## config.mk

```make
export PLATFORM = sky130hd
export DESIGN_NAME = dfd_flag_decoder
export DESIGN_NICKNAME = d
export VERILOG_FILES = /design/src/dfd_pkg.sv /design/src/dfd_flag_decoder.sv
export SDC_FILE = /design/constraint.sdc
export NUM_CORES = 1
export LEC_CHECK = 0
export ABC_AREA = 1
export BUFFER_PORTS_ARGS = -buffer_cell sky130_fd_sc_hd__clkbuf_2
export CAP_MARGIN = 20
export CORE_MARGIN = 2
export CORE_UTILIZATION = 41
export DETAILED_ROUTE_END_ITERATION = 8
export PLACE_DENSITY_LB_ADDON = 0.15
export SLEW_MARGIN = 20
export SYNTH_ARGS = -nofsm -noshare
export SYNTH_HDL_FRONTEND = slang
export SYNTH_SLANG_ARGS = --single-unit
```

## constraint.sdc

```tcl
create_clock -name clk_i -period 1.9 [get_ports clk_i]
set_clock_uncertainty 0.2 [all_clocks]
set_input_delay 0.38 -clock clk_i [delete_from_list [all_inputs] [get_ports clk_i]]
set_output_delay 0.38 -clock clk_i [all_outputs]
set_load 0.01 [all_outputs]
```

## src/dfd_pkg.sv

```systemverilog
package dfd_pkg;

   // Descriptor flag bit positions.
   localparam int unsigned FLAG_FENCE_POS = 0;
   localparam int unsigned FLAG_BOF_POS = 1;
   localparam int unsigned FLAG_CRAV_POS = 2;
   localparam int unsigned FLAG_RCR_POS = 3;
   localparam int unsigned FLAG_CC_LSB_POS = 4;
   localparam int unsigned FLAG_W = 7;

   // Final status codes that suppress the record when none was requested.
   localparam logic [7:0] STS_SUCCESS = 8'h01;
   localparam logic [7:0] STS_QUIET_2 = 8'h02;
   localparam logic [7:0] STS_QUIET_5 = 8'h05;

   // Cache-control codes.
   localparam logic [2:0] CC_MEM = 3'h0;
   localparam logic [2:0] CC_CACHE = 3'h1;
   localparam logic [2:0] CC_DUR_RB = 3'h2;
   localparam logic [2:0] CC_CACHE_RB = 3'h3;
   localparam logic [2:0] CC_DUR = 3'h4;
   localparam logic [2:0] CC_RSV5 = 3'h5;
   localparam logic [2:0] CC_MEM_RB = 3'h6;
   localparam logic [2:0] CC_RSV7 = 3'h7;

   // Operation class of the descriptor, as decoded upstream.
   typedef enum logic [2:0]
   {
      DFD_OP_DATA,
      DFD_OP_NOOP,
      DFD_OP_DRAIN,
      DFD_OP_BATCH,
      DFD_OP_FLUSH
   } dfd_op_e;

   // Capability and queue configuration bits.
   typedef struct packed
   {
      logic cache_ctrl;
      logic durable_write;
      logic readback;
      logic bof_enable;
      logic event_log_en;
   } dfd_cap_s;

   // Decoded attributes held for the lifetime of one descriptor.
   typedef struct packed
   {
      logic fence;
      logic block_on_fault;
      logic rec_addr_valid;
      logic req_record;
      logic [2:0] cc;
      logic write_alloc;
      logic durable;
      logic readback;
      logic cc_reserved;
      logic bof_reserved;
   } dfd_attr_s;

   // Reset value of the completion status byte.
   localparam logic [7:0] STS_RESET = 8'h00;

endpackage

```

## src/dfd_flag_decoder.sv

```systemverilog
`timescale 1ns/1ps
`default_nettype none
module dfd_flag_decoder
   import dfd_pkg::*;
(
   input wire logic clk_i,
   input wire logic rst_i,
   input wire logic accept_i,
   input wire logic [FLAG_W-1:0] flags_i,
   input wire logic in_batch_i,
   input wire logic [2:0] op_i,
   input wire dfd_cap_s cap_i,
   input wire logic prior_busy_i,
   input wire logic prior_failed_i,
   input wire logic fault_i,
   input wire logic fault_on_fixed_i,
   input wire logic fault_resolved_i,
   input wire logic writes_done_i,
   input wire logic [7:0] status_i,
   input wire logic readback_done_i,
   input wire logic record_done_i,
   output logic start_o,
   output logic abandon_o,
   output logic partial_o,
   output logic waiting_fault_o,
   output logic readback_req_o,
   output logic record_req_o,
   output logic event_log_o,
   output logic sw_error_o,
   output logic done_o,
   output logic busy_o,
   output dfd_attr_s attr_o
);

   typedef enum logic [2:0]
   {
      ST_IDLE,
      ST_FENCE,
      ST_RUN,
      ST_FAULT,
      ST_READBACK,
      ST_RECORD,
      ST_DONE
   } dfd_state_e;

   dfd_state_e state_ff;
   dfd_state_e nxt_state;
   dfd_attr_s attr_ff;
   dfd_attr_s nxt_attr;
   logic [7:0] status_ff;
   logic start_ff;
   logic abandon_ff;
   logic partial_ff;
   logic rb_ff;
   logic rec_ff;
   logic log_ff;
   logic swe_ff;
   logic done_ff;
   logic busy_ff;
   logic wf_ff;
   logic abn_ff;

   // Decode of the incoming flags.
   wire logic [2:0] in_cc = flags_i[FLAG_CC_LSB_POS +: 3];
   wire logic op_flush = (op_i == DFD_OP_FLUSH);
   wire logic op_nobof = (op_i == DFD_OP_NOOP) || (op_i == DFD_OP_DRAIN) || (op_i == DFD_OP_BATCH);
   wire logic in_bof_rsv = !cap_i.bof_enable || op_nobof;
   wire logic in_fence = flags_i[FLAG_FENCE_POS] && in_batch_i;
   wire logic in_rb = (in_cc == CC_DUR_RB) || (in_cc == CC_CACHE_RB) || (in_cc == CC_MEM_RB);
   wire logic in_alloc = (in_cc == CC_CACHE) || (in_cc == CC_CACHE_RB);
   wire logic in_dur = (in_cc == CC_DUR) || (in_cc == CC_DUR_RB);
   wire logic cc_rsv_cap =
      ((in_cc == CC_CACHE) && !cap_i.cache_ctrl) ||
      ((in_cc == CC_DUR_RB) && !cap_i.readback) ||
      ((in_cc == CC_CACHE_RB) && !(cap_i.cache_ctrl && cap_i.readback)) ||
      ((in_cc == CC_DUR) && !cap_i.durable_write) ||
      ((in_cc == CC_MEM_RB) && !cap_i.readback);
   wire logic cc_rsv_code = (in_cc == CC_RSV5) || (in_cc == CC_RSV7);
   wire logic cc_rsv_flush = op_flush && (in_cc != CC_MEM) && (in_cc != CC_DUR_RB);

   always_comb
   begin
      nxt_attr.fence = in_fence;
      nxt_attr.block_on_fault = flags_i[FLAG_BOF_POS] && !in_bof_rsv;
      nxt_attr.rec_addr_valid = flags_i[FLAG_CRAV_POS];
      nxt_attr.req_record = flags_i[FLAG_RCR_POS] && flags_i[FLAG_CRAV_POS];
      nxt_attr.cc = in_cc;
      nxt_attr.write_alloc = in_alloc;
      nxt_attr.durable = in_dur;
      nxt_attr.readback = in_rb;
      nxt_attr.cc_reserved = cc_rsv_cap || cc_rsv_code || cc_rsv_flush;
      nxt_attr.bof_reserved = flags_i[FLAG_BOF_POS] && in_bof_rsv;
   end

   // Completion decisions made from the held attributes.
   wire logic fin_ok = (status_ff == STS_SUCCESS);
   wire logic quiet = (status_ff == STS_SUCCESS) || (status_ff == STS_QUIET_2) || (status_ff == STS_QUIET_5);
   wire logic want_rec = attr_ff.req_record || !quiet;
   wire logic rec_ok = want_rec && attr_ff.rec_addr_valid;
   wire logic unrep = !attr_ff.rec_addr_valid && !quiet;
   wire logic do_rb = attr_ff.readback && fin_ok;
   wire logic blocks = attr_ff.block_on_fault || fault_on_fixed_i;
   wire logic stop_batch = prior_failed_i || abn_ff;
   wire logic batch_dead = abn_ff && in_batch_i;

   always_comb
   begin
      nxt_state = state_ff;
      case (state_ff)
         ST_IDLE:
         begin
            if (accept_i)
            begin
               nxt_state = (in_fence || batch_dead) ? ST_FENCE : ST_RUN;
            end
         end
         ST_FENCE:
         begin
            if (stop_batch)
            begin
               nxt_state = ST_IDLE;
            end
            else if (!prior_busy_i)
            begin
               nxt_state = ST_RUN;
            end
         end
         ST_RUN:
         begin
            if (fault_i && blocks)
            begin
               nxt_state = ST_FAULT;
            end
            else if (fault_i || writes_done_i)
            begin
               nxt_state = ST_DONE;
            end
         end
         ST_FAULT:
         begin
            if (fault_resolved_i)
            begin
               nxt_state = ST_RUN;
            end
         end
         ST_DONE:
         begin
            nxt_state = do_rb ? ST_READBACK : (rec_ok ? ST_RECORD : ST_IDLE);
         end
         ST_READBACK:
         begin
            if (readback_done_i)
            begin
               nxt_state = rec_ok ? ST_RECORD : ST_IDLE;
            end
         end
         ST_RECORD:
         begin
            if (record_done_i)
            begin
               nxt_state = ST_IDLE;
            end
         end
         default:
         begin
            nxt_state = ST_IDLE;
         end
      endcase
   end

   wire logic go_run = (nxt_state == ST_RUN) && (state_ff == ST_IDLE || state_ff == ST_FENCE);
   wire logic go_abandon = (state_ff == ST_FENCE) && stop_batch;
   wire logic st_partial = (state_ff == ST_RUN) && fault_i && !blocks;
   wire logic st_final = (state_ff == ST_RUN) && (fault_i || writes_done_i) && !(fault_i && blocks);
   wire logic leave = (state_ff != ST_IDLE) && (nxt_state == ST_IDLE);

   // Once a fence is abandoned, every later descriptor of that batch is abandoned too.
   always_ff @(posedge clk_i)
   begin
      if (rst_i)
      begin
         abn_ff <= 1'h0;
      end
      else if (go_abandon)
      begin
         abn_ff <= 1'h1;
      end
      else if (!in_batch_i && state_ff == ST_IDLE)
      begin
         abn_ff <= 1'h0;
      end
   end

   always_ff @(posedge clk_i)
   begin
      if (rst_i)
      begin
         state_ff <= ST_IDLE;
         attr_ff <= '0;
         status_ff <= STS_RESET;
      end
      else
      begin
         state_ff <= nxt_state;
         if (state_ff == ST_IDLE && accept_i)
         begin
            attr_ff <= nxt_attr;
         end
         if (st_final)
         begin
            status_ff <= status_i;
         end
      end
   end

   always_ff @(posedge clk_i)
   begin
      if (rst_i)
      begin
         start_ff <= 1'h0;
         abandon_ff <= 1'h0;
         partial_ff <= 1'h0;
         rb_ff <= 1'h0;
         rec_ff <= 1'h0;
         log_ff <= 1'h0;
         swe_ff <= 1'h0;
         done_ff <= 1'h0;
         busy_ff <= 1'h0;
         wf_ff <= 1'h0;
      end
      else
      begin
         start_ff <= go_run;
         abandon_ff <= go_abandon;
         partial_ff <= st_partial;
         rb_ff <= (nxt_state == ST_READBACK);
         rec_ff <= (nxt_state == ST_RECORD);
         log_ff <= (state_ff == ST_DONE) && unrep && cap_i.event_log_en;
         swe_ff <= (state_ff == ST_DONE) && unrep && !cap_i.event_log_en;
         done_ff <= leave;
         busy_ff <= (nxt_state != ST_IDLE);
         wf_ff <= (nxt_state == ST_FAULT);
      end
   end

   assign start_o = start_ff;
   assign abandon_o = abandon_ff;
   assign partial_o = partial_ff;
   assign waiting_fault_o = wf_ff;
   assign readback_req_o = rb_ff;
   assign record_req_o = rec_ff;
   assign event_log_o = log_ff;
   assign sw_error_o = swe_ff;
   assign done_o = done_ff;
   assign busy_o = busy_ff;
   assign attr_o = attr_ff;
endmodule // dfd_flag_decoder
`default_nettype wire

```

# After elaboration in Yosys (flattened, before gate mapping)
# Cells that the tools add are included.
[word_totals]
register_bits = 34
inputBits = 35
output_inout_bits = 22
elab_cells = 131
[classes]
n_eq_ne = 25
n_mux = 14
n_reduce_logical = 69
[ops]
columns = ["cell", "count"]
rows = [
  ["$eq A3 B3 Y1 const B", 10],
  ["$mux W3", 10],
  ["$logic_and A1 B1 Y1", 29],
  ["$eq A3 B2 Y1 const B", 8],
  ["$logic_or A1 B1 Y1", 22],
  ["$pmux W3 S7", 1],
  ["$logic_not A1 Y1", 12],
  ["$eq A3 B1 Y1 const B", 3],
  ["$reduce_bool A3 Y1", 3],
  ["$eq A8 B1 Y1 const B", 1],
  ["$eq A8 B2 Y1 const B", 1],
  ["$eq A8 B3 Y1 const B", 1],
  ["$logic_not A3 Y1", 2],
  ["$ne A3 B2 Y1 const B", 1],
  ["$mux W1", 2],
  ["$mux W2", 1],
  ["$reduce_bool A2 Y1", 1],
]

# Depth between registers and ports, before layout
# Gate-level depths: netlist of run 1.
[logic_depth]
word_depth = 11
depth_mapped = 11
depth_no_buf = 11

# Worst setup path before layout of run 1
# Ideal clock, no wire load.
[synth_path]
path_type = "input-to-reg"
from = "input prior_failed_i"
to = "register rb_ff (netlist: readback_req_o)"
setup_time_ns = 0.114
arrival_time_ns = 1.202
t_required_ns = 1.586
slack_ns = 0.384
path_stages = 5
path_buffers = 0
path_cell_list = "or2_1 a211oi_1 nor3b_4 nand3_2 nor2_1"
[synth_between]
elab_chain_cells = 4
[synth_lines]
columns = ["element", "line_no", "source"]
rows = [
  ["start: declaration", "dfd_flag_decoder.sv:14", "input wire logic prior_failed_i,"],
  ["$logic_or A1 B1 Y1", "dfd_flag_decoder.sv:103", "wire logic stop_batch = prior_failed_i || abn_ff;"],
  ["$mux W3", "dfd_flag_decoder.sv:119", "if (stop_batch)"],
  ["$pmux W3 S7", "dfd_flag_decoder.sv:109", "case (state_ff)"],
  ["$eq A3 B3 Y1", "dfd_flag_decoder.sv:236", "rb_ff <= (nxt_state == ST_READBACK);"],
  ["end signal: assignment", "dfd_flag_decoder.sv:236", ""],
  ["end: declaration", "dfd_flag_decoder.sv:54", "logic rb_ff;"],
]
# Every way passes these cells.
# A chain may end at the register's enable or synchronous reset.

# Final worst setup path of run 1
[layout_path]
from = "register state_ff[0]"
to = "register busy_ff (netlist: busy_o)"
[layout_between]
elab_chain_cells = 4
elab_cells_between_ends = 17
classes_between = "eq/ne: 6; mux: 9; reduce/logical: 2"
[layout_lines]
columns = ["element", "line_no", "source"]
rows = [
  ["start: declaration", "dfd_flag_decoder.sv:46", "dfd_state_e state_ff;"],
  ["start signal: assignment", "dfd_flag_decoder.sv:204", "state_ff <= nxt_state;"],
  ["$mux W3 (on tied branches)", "dfd_flag_decoder.sv:134, dfd_flag_decoder.sv:123", ""],
  ["$mux W3 (on tied branches)", "dfd_flag_decoder.sv:130, dfd_flag_decoder.sv:119", ""],
  ["$pmux W3 S7 *", "dfd_flag_decoder.sv:109", ""],
  ["$reduce_bool A3 Y1 *", "dfd_flag_decoder.sv:241", "busy_ff <= (nxt_state != ST_IDLE);"],
  ["end signal: assignment", "dfd_flag_decoder.sv:241", ""],
  ["end: declaration", "dfd_flag_decoder.sv:59", "logic busy_ff;"],
]
# Mark *: on every way between the ends. The rest lies on a longest branch, timed or not.

==> impl_metrics.tcl, run 1 <==
set metrics [dict create \
    tightest_slew_ns 0.3700 \
    antenna_found_initial 0 \
    powerDensity_nw_per_um2 831.3 \
    status "completed" \
    critPathArrivalTime_ns 1.72 \
    grt_overflow 0 \
    wl_per_cell_um 10.18 \
    crit_fanout 11 \
    netlist_instances 205 \
    dieWidth_um 64.37 \
    synth-async-reset-ratio 0 \
    cts_max_level 2 \
    std_cell_rows 21 \
    post_cts_buffers 0 \
    relSlewSlack 0.7518 \
    holdWs_ns 0.08642 \
    hold_path.startpoint "fault_i" \
    cap_violations 0 \
    gp_congestion 0.7357 \
    synthTopCellsByArea "dfxtp_1 46%, nor2_1 9.5%, nand2_1 8.0%" \
    synth_edf_count 0 \
    crit_top_cell "nor2_2" \
    drive_above_1_share 0.3172 \
    rsz0062_at_grt "no" \
    drt_iter0_markers 35 \
    synth.avg_cell_area_um2 7.287 \
    clock_insertion_delay_worst_skew_ns 0.34 \
    clkSinkCount 34 \
    grt_pass1_vias 1325 \
    rrSetupSlack_ns 0.22 \
    yosysWarnings 0 \
    crit_chain "nor3_2, nand2_4, nor2_2, nor3b_4, nand3_2, nor2_2, nor2_2" \
    finalNetCount 302 \
    synthTopCellsByCount "38 x nor2_1, 34 x dfxtp_1, 32 x nand2_1" \
    vias_per_cell 4.678 \
    crit_slowest_cell "dfxtp_1" \
    areaGrowthSynthToFinish_pct 26.97 \
    ys_seq_area_frac 0.4556 \
    cts_resized 0 \
    worstReg2RegEnd "busy_o" \
    syn_nets 240 \
    end_kind "flip-flop" \
    io_buffer_count 56 \
    dr.pass1.iters 4 \
    dp_hpwl_um 2564 \
    grt_max_degree 15 \
    drc 0 \
    finalSetupTns_ns 0 \
    critical-path-max-stage-delay_ns 0.48 \
    min_to "partial_o" \
    hold_path_depth 3 \
    diodes 0 \
    max_freq_mhz 595.5 \
    hold_path_class "primary input to flip-flop" \
    leakage_uw 0.0009115 \
    drt_wl_total_um 3198 \
    start_util 0.4374 \
    setup_viol 0 \
    placed_area_um2 1827 \
    cts_inserted_buffers 5 \
    path_buf_inv 0 \
    num_vias 1469 \
    report.final.slew_viol_count 0 \
    cp-start-kind "flip-flop" \
    clk_pin_slew_ns 0.10 \
    yosysTopAreaCell "dfxtp_1" \
    grt_pass1_wl_um 5361 \
    r2r_start "state_ff[0]" \
    timing.final.crit_period_ns 1.679 \
    ys.flop_type "dfxtp_1" \
    final_area_um2 1897 \
    cts_tree "yes" \
    synth_most_common_cell "nor2_1" \
    drtAntennaViolNets 0 \
    synthDistinctLibCells 27 \
    timing.final.hold_violations 0 \
    ys_seq_elements 34 \
    pin_count 57 \
    path_delay_family "simple AND/OR/NAND/NOR gates" \
    crit_type "flip-flop to flip-flop" \
    reg2regPathDepth 7 \
    fin_crit_sh 0.8838 \
    die_y_um 64.37 \
    yosys.area.top_type_share 0.4556 \
    ctsHoldBuffers 0 \
    die_area_um2 4143 \
    worstPathRequired_ns 1.94 \
    vdd_drop_max_mv 0.3611 \
    core_um2 3416 \
    grt_util_all_layers 0.1685 \
    clk_root_buffer_cell "clkbuf_4" \
    syn_area_um2 1494 \
    clockBufferDepth 2 \
]
metal layers:
metal / global-route usage / share of wire / routed length [um]
met1: 0.2085 / 0.48 / 1544
met2: 0.2656 / 0.43 / 1376
met3: 0.04754 / 0.064 / 204
met4: 0.08777 / 0.023 / 73
met5: 0 / 0 / 0
placed cells by master (no fill, tap or decap), drive strengths merged:
cell type and count:
a211oi 1, a21oi 18, a31oi 1, buf 3
clkbuf 63, clkinv 1, dfxtp 34, dlygate4sd3 1
inv 22, nand2 33, nand3 17, nand4 1
nor2 43, nor3 7, nor3b 3, o21ai 15
o221ai 1, o22ai 1, or2 3
per-stage QoR:
step	total power (uW)	cells	util	setup slack (ns)
4_1_cts	1593	313	0.5524	0.2024
5_1_grt	1685	314	0.5553	0.01494
3_5_place_dp	1185	305	0.5348	0.2194
2_1_floorplan	1066	205	-	0.3838
3_3_place_gp	1183	305	0.5348	0.2367
6_report	1577	314	0.5553	0.2207
worst max-delay path by stage:
stage	start	endpoint	slack (ns)	depth (start not counted)
6_report	state_ff[0]	busy_o	0.22	7
5_1_grt	state_ff[0]	busy_o	0.01	7
4_1_cts	state_ff[0]	busy_o	0.20	7
3_5_place_dp	accept_i	busy_o	0.22	8
3_3_place_gp	accept_i	busy_o	0.24	8
2_1_floorplan	prior_failed_i	readback_req_o	0.38	5
report_power, final:
part / switching [uW] / leakage, uW / internal [uW]
combinational: 212 / 0.000599 / 147
clock: 231 / 0.0000353 / 179
sequential: 37.5 / 0.000277 / 770
total: 480 / 0.000911 / 1100
cell type report:
cell class	instances	area (um2)
clock buffers	7	55.05
clock inverters	1	5.005
fillers	362	1519
inverters	22	82.58
multi-input cells	144	703.2
flip-flops and latches	34	680.7
well taps	46	57.56
repair buffers	60	312.8
logic make-up (layout without fill, tap and decap cells):
kind of cell / count (synthesis) / after routing / synth area share
AND/OR/NAND/NOR: 107 / 107 / 0.3409
buffers and inverters: 27 / 90 / 0.07370
AO/OA/AOI/OAI: 37 / 37 / 0.1298
flip-flops: 34 / 34 / 0.4556
tightest hold or removal path, stage by stage:
cell,delay (ns)
clkbuf_2,0.10
nand3_1,0.08
nor2_1,0.04
sequential cells by signal, indices dropped and copies added (netlist names):
name	cells
attr_o	12
status_ff	8
state_ff	3
abandon_o	1
abn_ff	1
busy_o	1
done_o	1
event_log_o	1
partial_o	1
readback_req_o	1
record_req_o	1
start_o	1
sw_error_o	1
waiting_fault_o	1
Power figures use the tool's default switching activity.
==> run 2: changes to the inputs <==
- BUFFER_PORTS_ARGS: -buffer_cell sky130_fd_sc_hd__clkbuf_2 -> -buffer_cell sky130_fd_sc_hd__buf_2
==> run 2 against run 1 <==
Compared with the run above: count of clock-buffer cells in the layout unchanged; utilization did not move; combinational power increased by 1%; hold slack worse by 0.0027 ns; critical path type unchanged; critical endpoint unchanged.
==> impl_metrics.tcl, run 2 (same netlist as run 1, synthesis figures left out) <==
set metrics [dict create \
    status "completed" \
    layout_common_cells "56 x buf_2, 38 x nor2_1, 34 x dfxtp_1, 32 x nand2_1, 18 x a21oi_1" \
    antenna_found_initial 0 \
    wl_per_cell_um 10.29 \
    clk_root_buffer_cell "clkbuf_4" \
    grt_overflow 0 \
    largest_reg_flops 12 \
    worstReg2RegEnd "busy_o" \
    cap_violations 0 \
    cts_resized 0 \
    sequentialPowerShare 0.508 \
    core_um2 3416 \
    dr.pass1.iters 4 \
    reg2regPathDepth 7 \
    hold_path_depth 3 \
    cts_max_level 2 \
    hold_path_class "primary input to flip-flop" \
    rsz0062_at_grt "no" \
    max_freq_mhz 590.6 \
    clock_insertion_delay_worst_skew_ns 0.34 \
    fill_cells 350 \
    io_buffer_count 56 \
    drtAntennaViolNets 0 \
    rrSetupSlack_ns 0.21 \
    internal_power_uw 1095 \
    finalSetupTns_ns 0 \
    drive_above_1_share 0.3172 \
    pin_count 57 \
    dieWidth_um 64.37 \
    end_kind "flip-flop" \
    relSlewSlack 0.7479 \
    finalNetCount 302 \
    timing.final.crit_period_ns 1.693 \
    pwr-share-comb 0.229 \
    areaGrowthSynthToFinish_pct 26.97 \
    crit_type "flip-flop to flip-flop" \
    report.final.slew_viol_count 0 \
    worstPathRequired_ns 1.94 \
    num_vias 1468 \
    clockBufferDepth 2 \
    std_cell_rows 21 \
    min_to "status_ff[4]" \
    grt_max_degree 17 \
    dp_hpwl_um 2472 \
    p_switching_uw 487.3 \
    fin_util 0.5553 \
    die_y_um 64.37 \
    tightest_slew_ns 0.3758 \
    p_clk_frac 0.262 \
    finalPower_uw 1583 \
    grt_util_all_layers 0.1669 \
    hold_path.startpoint "status_i[4]" \
    cts_inserted_buffers 5 \
    cts_tree "yes" \
    timing.final.hold_violations 0 \
    clk_pin_slew_ns 0.10 \
    vias_per_cell 4.675 \
    clkSinkCount 34 \
    cp-start-kind "flip-flop" \
    critPathArrivalTime_ns 1.73 \
    leakage_uw 0.0009217 \
    start_util 0.4374 \
    drt_iter0_markers 39 \
    drc 0 \
    crit_fanout 16 \
    switching_share 0.3079 \
    drt_wl_total_um 3232 \
    post_cts_buffers 0 \
    diodes 0 \
    vdd_drop_max_mv 0.4440 \
    gp_congestion 0.7639 \
    fin_crit_sh 0.8912 \
    grt_pass1_wl_um 5361 \
    grt_pass1_vias 1274 \
    final_common_cell "buf_2" \
    die_area_um2 4143 \
    powerDensity_nw_per_um2 834.4 \
    r2r_start "state_ff[1]" \
    setup_viol 0 \
]
-- run 2: cell count changes in the layout (fill, tap and decap cells not counted) --
| cell | change |
|---|---|
| buf_2 | +56 |
| clkbuf_2 | -56 |
-- run 2: cell type report --
class                           instances  area, um2  area share
Clock buffer                            7      55.05     0.02902
Clock inverter                          1      5.005    0.002639
Inverter                               22      82.58     0.04354
Multi-Input combinational cell        144      703.2      0.3707
Sequential cell                        34      680.7      0.3588
Tap cell                               46      57.56     0.03034
Timing Repair Buffer                   60      312.8      0.1649
-- run 2: routing by layer --
metal  vias to the layer above  global-route usage  share of wire
met5                         -                   0              0
met3                         7             0.05106          0.078
met4                         0             0.08777          0.017
met1                       628              0.2157           0.48
li1                        788                   -              -
met2                        45              0.2487           0.42
-- run 2: power groups by stage --
stage / clock network (uW) / logic [uW] / registers, uW
2_1_floorplan: 0 / 233 / 833
3_3_place_gp: 0 / 361 / 820
3_5_place_dp: 0 / 363 / 821
4_1_cts: 428 / 365 / 805
5_1_grt: 463 / 413 / 812
6_report: 415 / 363 / 805
-- run 2: worst max-delay path by stage --
stage | from | endpoint | slack [ns] | depth (start not counted)
floorplan | prior_failed_i | readback_req_o | 0.38 | 5
global placement | accept_i | busy_o | 0.24 | 8
detailed placement | state_ff[1] | busy_o | 0.21 | 7
CTS | state_ff[1] | busy_o | 0.20 | 7
global route | state_ff[1] | busy_o | 0.09 | 7
finish | state_ff[1] | busy_o | 0.21 | 7
-- run 2: critical path: stages, from the launching register on --
cell     delay, ns
dfxtp_1       0.46
nor3_2        0.11
nand2_4       0.17
nor2_2        0.07
nor3b_4       0.29
nand3_2       0.15
nor2_2        0.11
nor2_2        0.03
-- run 2: timing repair --
action,CTS,global route
hold endpoints to repair,1,0
hold buffers,1,0
setup endpoints to repair,0,0
-- run 2: through the flow --
stage / hold slack [ns] / area [um2] / setup slack, ns / instances
after floorplan: 0.2449 / 1494 / 0.3838 / 205
after global placement: 0.2513 / 1827 / 0.2357 / 305
after detailed placement: 0.2573 / 1827 / 0.2060 / 305
after CTS: 0.07605 / 1897 / 0.1956 / 314
after global routing: 0.08933 / 1897 / 0.08834 / 314
final: 0.08377 / 1897 / 0.2067 / 314
